### config.mk
export PLATFORM = sky130hd
export DESIGN_NAME = ssd_state_decode
export DESIGN_NICKNAME = d
export VERILOG_FILES = /design/src/core/ssd_pkg.sv /design/src/core/ssd_delay_timer.sv /design/src/core/ssd_state_decode.sv
export SDC_FILE = /design/constraint.sdc
export NUM_CORES = 1
export LEC_CHECK = 0
export BUFFER_PORTS_ARGS = -buffer_cell sky130_fd_sc_hd__buf_4
export CAP_MARGIN = 30
export CORE_MARGIN = 5
export CORE_UTILIZATION = 58
export CTS_CLUSTER_SIZE = 20
export DETAILED_ROUTE_END_ITERATION = 10
export MAX_ROUTING_LAYER = met4
export PLACE_DENSITY = 0.82
export REMOVE_ABC_BUFFERS = 1
export SYNTH_ARGS = -nofsm -noshare
export SYNTH_HDL_FRONTEND = slang
export SYNTH_SLANG_ARGS = --single-unit
### constraint.sdc
create_clock -name core_clk -period 5.1 [get_ports core_clk]
set_input_delay 1.02 -clock core_clk [delete_from_list [all_inputs] [get_ports core_clk]]
set_output_delay 1.02 -clock core_clk [all_outputs]
set_load 0.01 [all_outputs]
### src/core/ssd_pkg.sv
// Constants, field layout and types for the state-word decoder of the sequencing engine.
// Assumes a 50 MHz core clock; the word's low bits (output drive, primary monitors) are used elsewhere.
//
// Operation
// RL1 - Even bit 20..28 sets aux fault polarity
// RL2 - Odd bit 21..29 unmasks that aux channel
// RL3 - Bit 30 unmasks warning; fault when warning high
// RL4 - Bits 31..34 timeout code; zero disables timeout
// RL5 - Codes 1..15 map 0.1 to 400 ms
// RL6 - Bits 35..38 select the advance condition
// RL7 - Bit 39 inverts the advance condition sense
// RL8 - Bits 40..43 advance delay code
// RL9 - Send-ping select pings delay-field address
// RL10 - Wait-ping select answers pong to delay address
// RL11 - Monitor fault jumps to bits 44..49
// RL12 - Timeout jumps to bits 50..55
// RL13 - Advance event jumps to bits 56..61
// RL14 - Round robin: bit 62 OR global enable
// RL15 - Bit 63 broadcasts on local advance exit
// RL16 - Delay code used directly as link address
// RL17 - Select codes: never, supplies, warning, jump, ping
// RL18 - Software keeps sense zero with never select
// RL19 - Timers restart on every state entry
// RL20 - Priority: monitor, then timeout, then advance
package ssd_pkg;

  localparam int STATE_W       = 6;
  localparam int CODE_W        = 4;
  localparam int AUX_CHANNELS  = 5;
  localparam int PRIMARY_INPUTS = 5;
  localparam int TICK_COUNT_W  = 12;

  // Field positions inside the 64-bit state word
  localparam int POS_AUX_POL   = 20;
  localparam int POS_WARN      = 30;
  localparam int POS_TIMEOUT   = 31;
  localparam int POS_SELECT    = 35;
  localparam int POS_SENSE     = 39;
  localparam int POS_DELAY     = 40;
  localparam int POS_MON_TGT   = 44;
  localparam int POS_TO_TGT    = 50;
  localparam int POS_ADV_TGT   = 56;
  localparam int POS_RR        = 62;
  localparam int POS_BCAST     = 63;

  // Advance condition select codes
  localparam logic [3:0] SEL_NEVER       = 4'h0;
  localparam logic [3:0] SEL_PRIMARY_1   = 4'h1;
  localparam logic [3:0] SEL_AUX_1       = 4'h6;
  localparam logic [3:0] SEL_AUX_LAST    = 4'ha;
  localparam logic [3:0] SEL_WARNING     = 4'hb;
  localparam logic [3:0] SEL_SW_JUMP     = 4'hc;
  localparam logic [3:0] SEL_RESERVED    = 4'hd;
  localparam logic [3:0] SEL_SEND_PING   = 4'he;
  localparam logic [3:0] SEL_WAIT_PING   = 4'hf;

  localparam logic [5:0] RESET_STATE     = 6'h00;

  // Timing: every delay is a whole number of 0.1 ms ticks
  localparam int CLK_PERIOD_NS   = 20;
  localparam int TICK_PERIOD_NS  = 100000;
  localparam int TICK_CYCLES     = (TICK_PERIOD_NS + CLK_PERIOD_NS - 1) / CLK_PERIOD_NS;

  typedef enum logic [1:0] {
    PH_FETCH = 2'b00,
    PH_RUN   = 2'b01
  } ssd_phase_t;

  typedef enum logic [1:0] {
    EXIT_NONE    = 2'b00,
    EXIT_MONITOR = 2'b01,
    EXIT_TIMEOUT = 2'b11,
    EXIT_ADVANCE = 2'b10
  } ssd_exit_t;

  typedef struct packed {
    logic                    broadcast;
    logic                    roundRobin;
    logic [STATE_W-1:0]      advanceTarget;
    logic [STATE_W-1:0]      timeoutTarget;
    logic [STATE_W-1:0]      monitorFaultTarget;
    logic [CODE_W-1:0]       advanceDelayCode;
    logic                    advanceConditionPolarity;
    logic [CODE_W-1:0]       advanceConditionSelect;
    logic [CODE_W-1:0]       timeoutCode;
    logic                    warnUnmask;
    logic [AUX_CHANNELS-1:0] auxUnmask;
    logic [AUX_CHANNELS-1:0] auxPolarity;
  } ssd_word_t;

  // Delay code to tick count; code 0 gives zero ticks
  function automatic logic [TICK_COUNT_W-1:0] ssd_ticks(input logic [CODE_W-1:0] code);
    logic [TICK_COUNT_W-1:0] t;
    t = 12'h000;
    case (code)
      4'h1: t = 12'h001;
      4'h2: t = 12'h002;
      4'h3: t = 12'h004;
      4'h4: t = 12'h007;
      4'h5: t = 12'h00a;
      4'h6: t = 12'h014;
      4'h7: t = 12'h028;
      4'h8: t = 12'h046;
      4'h9: t = 12'h064;
      4'ha: t = 12'h0c8;
      4'hb: t = 12'h190;
      4'hc: t = 12'h2bc;
      4'hd: t = 12'h3e8;
      4'he: t = 12'h7d0;
      4'hf: t = 12'hfa0;
      default: t = 12'h000;
    endcase
    return t;
  endfunction : ssd_ticks

endpackage : ssd_pkg

### src/core/ssd_delay_timer.sv
// Tick-based delay timer: counts whole 0.1 ms ticks from its own prescaler.
// Assumes restart is held while the owner is not timing; code 0 means expired at once.
`timescale 1ns/1ps
module ssd_delay_timer #(
  parameter int TICK_CYCLES = ssd_pkg::TICK_CYCLES
) (
  input  wire logic                        core_clk,
  input  wire logic                        rst_n,
  input  wire logic                        clkEn,
  input  wire logic                        restart,
  input  wire logic                        run,
  input  wire logic [ssd_pkg::CODE_W-1:0]  code,
  output logic                             expired
);
  localparam int PRE_W = $clog2(TICK_CYCLES);

  logic [PRE_W-1:0]                     preCnt_q;
  logic [ssd_pkg::TICK_COUNT_W-1:0]     tickCnt_q;
  logic [ssd_pkg::TICK_COUNT_W-1:0]     target;

  if (TICK_CYCLES < 2) begin : g_bad_tick
    $error("TICK_CYCLES must be at least 2");
  end

  assign target  = ssd_pkg::ssd_ticks(code);                                // RL5
  assign expired = (tickCnt_q >= target);

  // Prescaler restarts with the count, so the first tick is a full one
  always_ff @(posedge core_clk or negedge rst_n) begin
    if (!rst_n) begin
      preCnt_q  <= '0;
      tickCnt_q <= '0;
    end else if (clkEn) begin
      if (restart) begin                                                    // RL19
        preCnt_q  <= '0;
        tickCnt_q <= '0;
      end else if (run && !expired) begin
        if (preCnt_q == PRE_W'(TICK_CYCLES - 1)) begin
          preCnt_q  <= '0;
          tickCnt_q <= tickCnt_q + 12'h001;
        end else begin
          preCnt_q <= preCnt_q + PRE_W'(1);
        end
      end
    end
  end

endmodule : ssd_delay_timer

### src/core/ssd_state_decode.sv
// State-word decoder and exit logic for one sequencing engine.
// Assumes an external fetch unit answers fetchReq_q with the 64-bit word of stateNum_q and wordValid.
`timescale 1ns/1ps
module ssd_state_decode #(
  parameter int TICK_CYCLES = ssd_pkg::TICK_CYCLES
) (
  input  wire logic                                 core_clk,
  input  wire logic                                 rst_n,
  input  wire logic                                 clkEn,
  input  wire logic [63:0]                          stateWord,
  input  wire logic                                 wordValid,
  input  wire logic [ssd_pkg::PRIMARY_INPUTS-1:0]   primarySupplyIn,
  input  wire logic [ssd_pkg::AUX_CHANNELS-1:0]     auxSupplyIn,
  input  wire logic                                 warningIn,
  input  wire logic                                 swJump,
  input  wire logic                                 globalRoundRobinEn,
  input  wire logic                                 pingRx,
  output logic [ssd_pkg::STATE_W-1:0]               stateNum_q,
  output logic                                      fetchReq_q,
  output logic                                      roundRobinEn_q,
  output logic                                      pingTx_q,
  output logic                                      pongTx_q,
  output logic                                      broadcastTx_q,
  output logic [ssd_pkg::CODE_W-1:0]                linkAddr_q,
  output ssd_pkg::ssd_exit_t                        exitCause_q
);

  if (TICK_CYCLES < 2) begin : g_bad_tick
    $error("TICK_CYCLES must be at least 2");
  end

  ssd_pkg::ssd_phase_t                 phase_q;
  ssd_pkg::ssd_word_t                  cfg_q;
  ssd_pkg::ssd_word_t                  cfgNew;
  logic                                firstRun_q;
  logic                                pingDone_q;
  logic                                swJumpPend_q;
  logic                                pingHeard_q;
  logic                                running;
  logic                                enterRun;
  logic [ssd_pkg::AUX_CHANNELS-1:0]    auxFault;
  logic                                monFault;
  logic                                toExpired;
  logic                                toFault;
  logic                                seqExpired;
  logic                                rawCond;
  logic                                condMet;
  logic                                linkSel;
  logic                                seqEvent;
  logic                                exitNow;
  logic [ssd_pkg::STATE_W-1:0]         nextState;
  ssd_pkg::ssd_exit_t                  cause;

  assign running  = (phase_q == ssd_pkg::PH_RUN);
  assign enterRun = (phase_q == ssd_pkg::PH_FETCH) && wordValid;

  // Field extraction from the fetched word
  genvar gi;
  for (gi = 0; gi < ssd_pkg::AUX_CHANNELS; gi++) begin : g_aux
    assign cfgNew.auxPolarity[gi] = stateWord[ssd_pkg::POS_AUX_POL + 2*gi];     // RL1
    assign cfgNew.auxUnmask[gi]   = stateWord[ssd_pkg::POS_AUX_POL + 2*gi + 1]; // RL2
    // Fault when the level equals the programmed polarity, only if unmasked
    assign auxFault[gi] = cfg_q.auxUnmask[gi] && (auxSupplyIn[gi] == cfg_q.auxPolarity[gi]); // RL1 RL2
  end
  assign cfgNew.warnUnmask               = stateWord[ssd_pkg::POS_WARN];                   // RL3
  assign cfgNew.timeoutCode              = stateWord[ssd_pkg::POS_TIMEOUT +: 4];           // RL4
  assign cfgNew.advanceConditionSelect   = stateWord[ssd_pkg::POS_SELECT +: 4];            // RL6
  assign cfgNew.advanceConditionPolarity = stateWord[ssd_pkg::POS_SENSE];                  // RL7
  assign cfgNew.advanceDelayCode         = stateWord[ssd_pkg::POS_DELAY +: 4];             // RL8
  assign cfgNew.monitorFaultTarget       = stateWord[ssd_pkg::POS_MON_TGT +: 6];           // RL11
  assign cfgNew.timeoutTarget            = stateWord[ssd_pkg::POS_TO_TGT +: 6];            // RL12
  assign cfgNew.advanceTarget            = stateWord[ssd_pkg::POS_ADV_TGT +: 6];           // RL13
  assign cfgNew.roundRobin               = stateWord[ssd_pkg::POS_RR];                     // RL14
  assign cfgNew.broadcast                = stateWord[ssd_pkg::POS_BCAST];                  // RL15

  assign monFault = running && ((|auxFault) || (cfg_q.warnUnmask && warningIn));           // RL3

  ssd_delay_timer #(
    .TICK_CYCLES (TICK_CYCLES)
  ) u_timeout (
    .core_clk (core_clk),
    .rst_n    (rst_n),
    .clkEn    (clkEn),
    .restart  (!running),
    .run      (1'b1),
    .code     (cfg_q.timeoutCode),
    .expired  (toExpired)
  );

  // Code zero reads as expired inside the timer, so it must be gated off here
  assign toFault = running && (cfg_q.timeoutCode != 4'h0) && toExpired;                    // RL4 RL12

  always_comb begin
    rawCond = 1'b0;
    if (cfg_q.advanceConditionSelect == ssd_pkg::SEL_NEVER) begin                          // RL17
      rawCond = 1'b0;
    end else if (cfg_q.advanceConditionSelect < ssd_pkg::SEL_AUX_1) begin
      rawCond = primarySupplyIn[3'(cfg_q.advanceConditionSelect - ssd_pkg::SEL_PRIMARY_1)];
    end else if (cfg_q.advanceConditionSelect <= ssd_pkg::SEL_AUX_LAST) begin
      rawCond = auxSupplyIn[3'(cfg_q.advanceConditionSelect - ssd_pkg::SEL_AUX_1)];
    end else if (cfg_q.advanceConditionSelect == ssd_pkg::SEL_WARNING) begin
      rawCond = warningIn;
    end else if (cfg_q.advanceConditionSelect == ssd_pkg::SEL_SW_JUMP) begin
      rawCond = swJumpPend_q;
    end else if (cfg_q.advanceConditionSelect == ssd_pkg::SEL_SEND_PING) begin
      rawCond = pingDone_q;                                                                // RL9
    end else if (cfg_q.advanceConditionSelect == ssd_pkg::SEL_WAIT_PING) begin
      rawCond = pingHeard_q;                                                               // RL10
    end else begin
      rawCond = 1'b0;
    end
  end

  // Sense bit inverts every source; with select 0 software must leave it clear
  assign condMet = running && (rawCond ^ cfg_q.advanceConditionPolarity);                  // RL7 RL18
  assign linkSel = (cfg_q.advanceConditionSelect >= ssd_pkg::SEL_SEND_PING);

  // Condition must stay true for the whole delay; a drop restarts the wait
  ssd_delay_timer #(
    .TICK_CYCLES (TICK_CYCLES)
  ) u_advance (
    .core_clk (core_clk),
    .rst_n    (rst_n),
    .clkEn    (clkEn),
    .restart  (!condMet),
    .run      (!linkSel),
    .code     (cfg_q.advanceDelayCode),
    .expired  (seqExpired)
  );

  // On link selects the delay field is an address, not a wait
  assign seqEvent = condMet && (linkSel || seqExpired);                                    // RL8 RL9 RL16
  assign exitNow  = monFault || toFault || seqEvent;

  always_comb begin
    nextState = stateNum_q;
    cause     = ssd_pkg::EXIT_NONE;
    if (monFault) begin                                                                    // RL20
      nextState = cfg_q.monitorFaultTarget;                                                // RL11
      cause     = ssd_pkg::EXIT_MONITOR;
    end else if (toFault) begin
      nextState = cfg_q.timeoutTarget;                                                     // RL12
      cause     = ssd_pkg::EXIT_TIMEOUT;
    end else if (seqEvent) begin
      nextState = cfg_q.advanceTarget;                                                     // RL13
      cause     = ssd_pkg::EXIT_ADVANCE;
    end
  end

  // Phase and current state number
  always_ff @(posedge core_clk or negedge rst_n) begin
    if (!rst_n) begin
      phase_q     <= ssd_pkg::PH_FETCH;
      stateNum_q  <= ssd_pkg::RESET_STATE;
      exitCause_q <= ssd_pkg::EXIT_NONE;
    end else if (clkEn) begin
      case (phase_q)
        ssd_pkg::PH_FETCH: begin
          if (wordValid) begin
            phase_q <= ssd_pkg::PH_RUN;
          end
        end
        ssd_pkg::PH_RUN: begin
          if (exitNow) begin
            phase_q     <= ssd_pkg::PH_FETCH;
            stateNum_q  <= nextState;
            exitCause_q <= cause;
          end
        end
        default: phase_q <= ssd_pkg::PH_FETCH;
      endcase
    end
  end

  // Word capture and the fetch request level
  always_ff @(posedge core_clk or negedge rst_n) begin
    if (!rst_n) begin
      cfg_q      <= '0;
      fetchReq_q <= 1'b0;
      firstRun_q <= 1'b0;
    end else if (clkEn) begin
      if (enterRun) begin
        cfg_q <= cfgNew;
      end
      fetchReq_q <= (phase_q == ssd_pkg::PH_FETCH) ? !wordValid : exitNow;
      firstRun_q <= enterRun;
    end
  end

  // Latched events; a new event in the clearing cycle survives
  always_ff @(posedge core_clk or negedge rst_n) begin
    if (!rst_n) begin
      swJumpPend_q <= 1'b0;
      pingHeard_q  <= 1'b0;
      pingDone_q   <= 1'b0;
    end else if (clkEn) begin
      swJumpPend_q <= swJump || (swJumpPend_q && !(running && exitNow));
      pingHeard_q  <= (pingRx && cfg_q.advanceConditionSelect == ssd_pkg::SEL_WAIT_PING && running)
                      || (pingHeard_q && !(running && exitNow));
      pingDone_q   <= pingTx_q || (pingDone_q && !(running && exitNow));
    end
  end

  // Interchip link messages; the delay code is the message address as-is
  always_ff @(posedge core_clk or negedge rst_n) begin
    if (!rst_n) begin
      pingTx_q      <= 1'b0;
      pongTx_q      <= 1'b0;
      broadcastTx_q <= 1'b0;
      linkAddr_q    <= 4'h0;
    end else if (clkEn) begin
      pingTx_q      <= running && firstRun_q && !exitNow
                       && (cfg_q.advanceConditionSelect == ssd_pkg::SEL_SEND_PING);       // RL9
      pongTx_q      <= running && seqEvent && !monFault && !toFault
                       && (cfg_q.advanceConditionSelect == ssd_pkg::SEL_WAIT_PING);       // RL10
      broadcastTx_q <= running && seqEvent && !monFault && !toFault && cfg_q.broadcast;    // RL15
      if (running) begin
        linkAddr_q <= cfg_q.advanceDelayCode;                                              // RL16
      end
    end
  end

  always_ff @(posedge core_clk or negedge rst_n) begin
    if (!rst_n) begin
      roundRobinEn_q <= 1'b0;
    end else if (clkEn) begin
      roundRobinEn_q <= cfg_q.roundRobin || globalRoundRobinEn;                            // RL14
    end
  end
endmodule : ssd_state_decode

==> impl_metrics.py <==
metrics = {
    "run_status": {
        "outcome": "completed",
    },
    "synth": {
        "syn-instance-count": 663,
        "yosys-top-cells-count": "dfrtp_1, nor2_1, mux2_2",
        "area_fraction_of_the_dominant_cell_type_after_synthesis_pct": 43.21,
        "netlist.top_cell.by_area": "dfrtp_1",
        "synth-edff-count": 0,
        "ys_seq_elements": 116,
        "synth_ff_type": "dfrtp_1",
        "synth-warning-count": 0,
        "async_reset_ff_share_pct": 100.0,
        "post_synth_main_area_contributors": "dfrtp_1, mux2_2, ha_1",
        "ys_seq_area_share_pct": 43.21,
        "post_synthesis_instance_area_sq_mm": 0.006718,
        "yosysMostFrequentCell": "dfrtp_1",
        "synthesis.area_per_instance_sq_um": 10.13,
        "synth.distinct_cells": 62,
    },
    "layout": {
        "area_used_by_multi_input_combinational_logic_sq_mm": 0.003581,
        "drive_gt1_share_pct": 24.73,
        "finalNetCount": 868,
        "num_antenna_cells": 0,
        "nFillCells": 776,
        "final_core_utilization_pct": 70.77,
        "register_area_sq_mm": 0.002903,
        "flow.area_growth_from_synthesis_pct": 19.78,
    },
    "setup_path": {
        "critPathCaptureType": "flop",
        "path_class": "reg2reg",
        "required_time_at_the_endpoint_of_the_critical_path_ns": 5.40,
        "critical_r2r_capture": "stateNum_q[1]",
        "cp-start-kind": "flop",
        "r2r_cells": 15,
        "worst_ep_arrival_time_ns": 4.55,
        "timing.rr.start": "cfg_q[11]",
        "largest_driver_fanout_on_the_critical_path": 8,
        "r2r_slack_ns": 0.85,
    },
    "global_route": {
        "grt_antenna_before_repair": 0,
        "vias_in_the_first_global_route": 5483,
        "grt_max_degree": 72,
        "grt_first_pass_wirelength_mm": 26.58,
        "grt-ovfl-total": 0,
        "grt_util_all_layers_pct": 23.94,
    },
    "clocking": {
        "cts_sinks": 116,
        "clk-insertion-delay-late_ns": 0.42,
        "clkSlewWorstSetupHoldPaths_ns": 0.05,
        "clock_tree_from_tritoncts": "done",
        "ctsRootBufferMaster": "clkbuf_16",
        "cts-buffers-inserted": 17,
        "cts_max_path_buffers": 2,
        "ctsHtreeMaxLevel": 4,
        "cts.hold.buffers_added": 0,
        "post_cts_resized": 0,
        "post-cts-setup-buffers": 0,
    },
    "sta": {
        "setup_tns_ns": 0,
        "timing_max_transition_violations_final": 0,
        "worst_clock_skew_ns": 0.008613,
        "slew-limit-headroom_pct": 46.56,
        "timing.final.crit_share_pct": 83.28,
        "fmaxAchievable_mhz": 235.4,
        "grt_setup_unrepaired": "no",
        "timing.final.crit_period_ns": 4.247,
        "final_hold_viol_count": 0,
        "tightest_slew_ns": 0.7912,
        "smallest_setup_slack_after_layout_ns": 0.8527,
        "setup_viol": 0,
    },
    "floorplan": {
        "initial_core_utilization_pct": 59.08,
        "dieArea_sq_mm": 0.01383,
        "core.rowCount": 39,
        "design.core.area_sq_mm": 0.01137,
        "die_w_um": 117.6,
        "io_count": 99,
        "die_h_um": 117.6,
    },
    "route": {
        "num_vias": 5435,
        "routed_via_density": 6.073,
        "detailedRoute.firstPassIterationCount": 5,
        "drt_iter0_drc": 467,
        "ant_nets": 0,
        "remaining_drc_errors": 0,
        "route.final.wire_length_mm": 15.69,
        "drt-wirelength-per-cell_um": 17.53,
    },
    "power_and_ir_drop": {
        "power.net_switching_uw": 1647,
        "p_comb_share_pct": 38.5,
        "peakVddDrop_mv": 0.4050,
        "p_int_uw": 2753,
        "power_density_of_the_placed_cells_mw_per_mm2": 546.8,
        "power.static_leakage_uw": 0.003588,
        "share_seq_of_total_power_pct": 34.5,
        "power.switching_fraction_pct": 37.43,
        "power_frac_clock_pct": 27.1,
    },
    "flow_run": {
        "cap_violations": 0,
    },
    "placement": {
        "buffer_ports.inserted": 78,
        "place_congestion": 0.8680,
        "preCtsSetupSlack_ns": 0.9426,
        "detailedPlacementHpwl_mm": 10.78,
    },
    "hold_path": {
        "min_delay_worst_endpoint": "linkAddr_q[0]",
        "kind_of_path_behind_the_tightest_hold_check": "reg2reg",
        "hold_path_depth": 2,
        "worst_hold_startpoint": "linkAddr_q[0]",
    },
}
==> stage by stage <==
stage	cell area, sq um	instances	hold slack, ns	power [uW]
2_1_floorplan	6583	634	0.4407	2630
3_3_place_gp	7387	860	0.4594	3042
3_5_place_dp	7422	862	0.4684	3172
4_1_cts	8019	894	0.4839	4409
5_1_grt	8046	895	0.4889	4695
6_report	8046	895	0.4751	4400
==> critical path, cell delays in order (launching register included) <==
cell      delay [ns]
dfrtp_1         0.44
inv_1           0.19
ha_1            0.27
inv_1           0.07
mux4_2          0.47
ha_1            0.32
a21oi_1         0.18
o21ai_0         0.10
a21oi_1         0.19
o311a_1         0.25
a211oi_2        0.07
buf_4           0.20
nand2b_1        0.23
o21ai_1         0.51
buf_4           0.27
mux2_2          0.35
==> logic make-up (layout without fill, tap and decap cells) <==
logic type,after synthesis,after routing,share of synthesized area [%]
AND/OR/NAND/NOR,210,210,15.78
flip-flops,116,116,43.21
buffers and inverters,56,145,3.520
XOR/XNOR,29,29,3.781
adder cells (fa/ha/maj),47,47,8.754
AO/OA/AOI/OAI,133,133,12.83
multiplexers,72,72,12.12
==> layer usage <==
metal	track usage, %	vias to the layer above	share of wire (%)
met4	9.247	0	2.1
met3	6.295	31	6.3
met5	-	-	0
li1	-	2553	-
met2	39.07	181	50
met1	28.47	2670	41
==> sequential cells by signal (all words and copies together), names as in the netlist, 2 cells and up <==
name / flops
linkAddr_q: 4
u_timeout.tickCnt_q: 12
exitCause_q: 2
u_advance.tickCnt_q: 12
stateNum_q: 6
u_advance.preCnt_q: 13
u_timeout.preCnt_q: 13
cfg_q: 44
==> worst max-delay path by stage <==
stage | start | endpoint | slack [ns] | cells after the start
after floorplan | cfg_q[11] | stateNum_q[0] | 1.49 | 13
after global placement | cfg_q[12] | stateNum_q[2] | 0.94 | 14
after detailed placement | cfg_q[12] | stateNum_q[1] | 0.94 | 15
after CTS | cfg_q[12] | stateNum_q[1] | 0.86 | 15
after global routing | cfg_q[11] | stateNum_q[1] | 0.57 | 15
final | cfg_q[11] | stateNum_q[1] | 0.85 | 15
==> power by group through the flow <==
stage / registers (uW) / logic, uW / clock network, uW
2_1_floorplan: 1450 / 1180 / 0
3_5_place_dp: 1510 / 1660 / 0
3_3_place_gp: 1490 / 1550 / 0
5_1_grt: 1560 / 1890 / 1250
6_report: 1520 / 1690 / 1190
4_1_cts: 1510 / 1700 / 1200
==> placed cells by master, fill, tap and decap left out, types with 6 or more instances in the layout <==
| cell type | n |
|---|---|
| mux2i_1 | 15 |
| ha_1 | 47 |
| o211ai_1 | 6 |
| o21ai_0 | 51 |
| a22oi_1 | 8 |
| xnor2_1 | 22 |
| inv_1 | 27 |
| nand2b_1 | 10 |
| mux2_2 | 55 |
| nand2_1 | 45 |
| nor3_1 | 8 |
| and3_1 | 14 |
| clkbuf_16 | 17 |
| a21oi_1 | 24 |
| xor2_1 | 7 |
| dfrtp_1 | 116 |
| nand3_1 | 23 |
| o31ai_1 | 8 |
| nand4_1 | 11 |
| buf_4 | 84 |
| nor4_1 | 11 |
| nor2_1 | 59 |
==> final cells by class <==
cell class / instances / share of cell area, %
inverter: 27 / 1.260
timing repair buffer: 86 / 8.521
sequential: 116 / 36.08
clock inverter: 12 / 1.617
tap: 143 / 2.224
clock buffer: 20 / 5.800
multi-input combinational: 491 / 44.50
(Power assumes the default switching activity.)
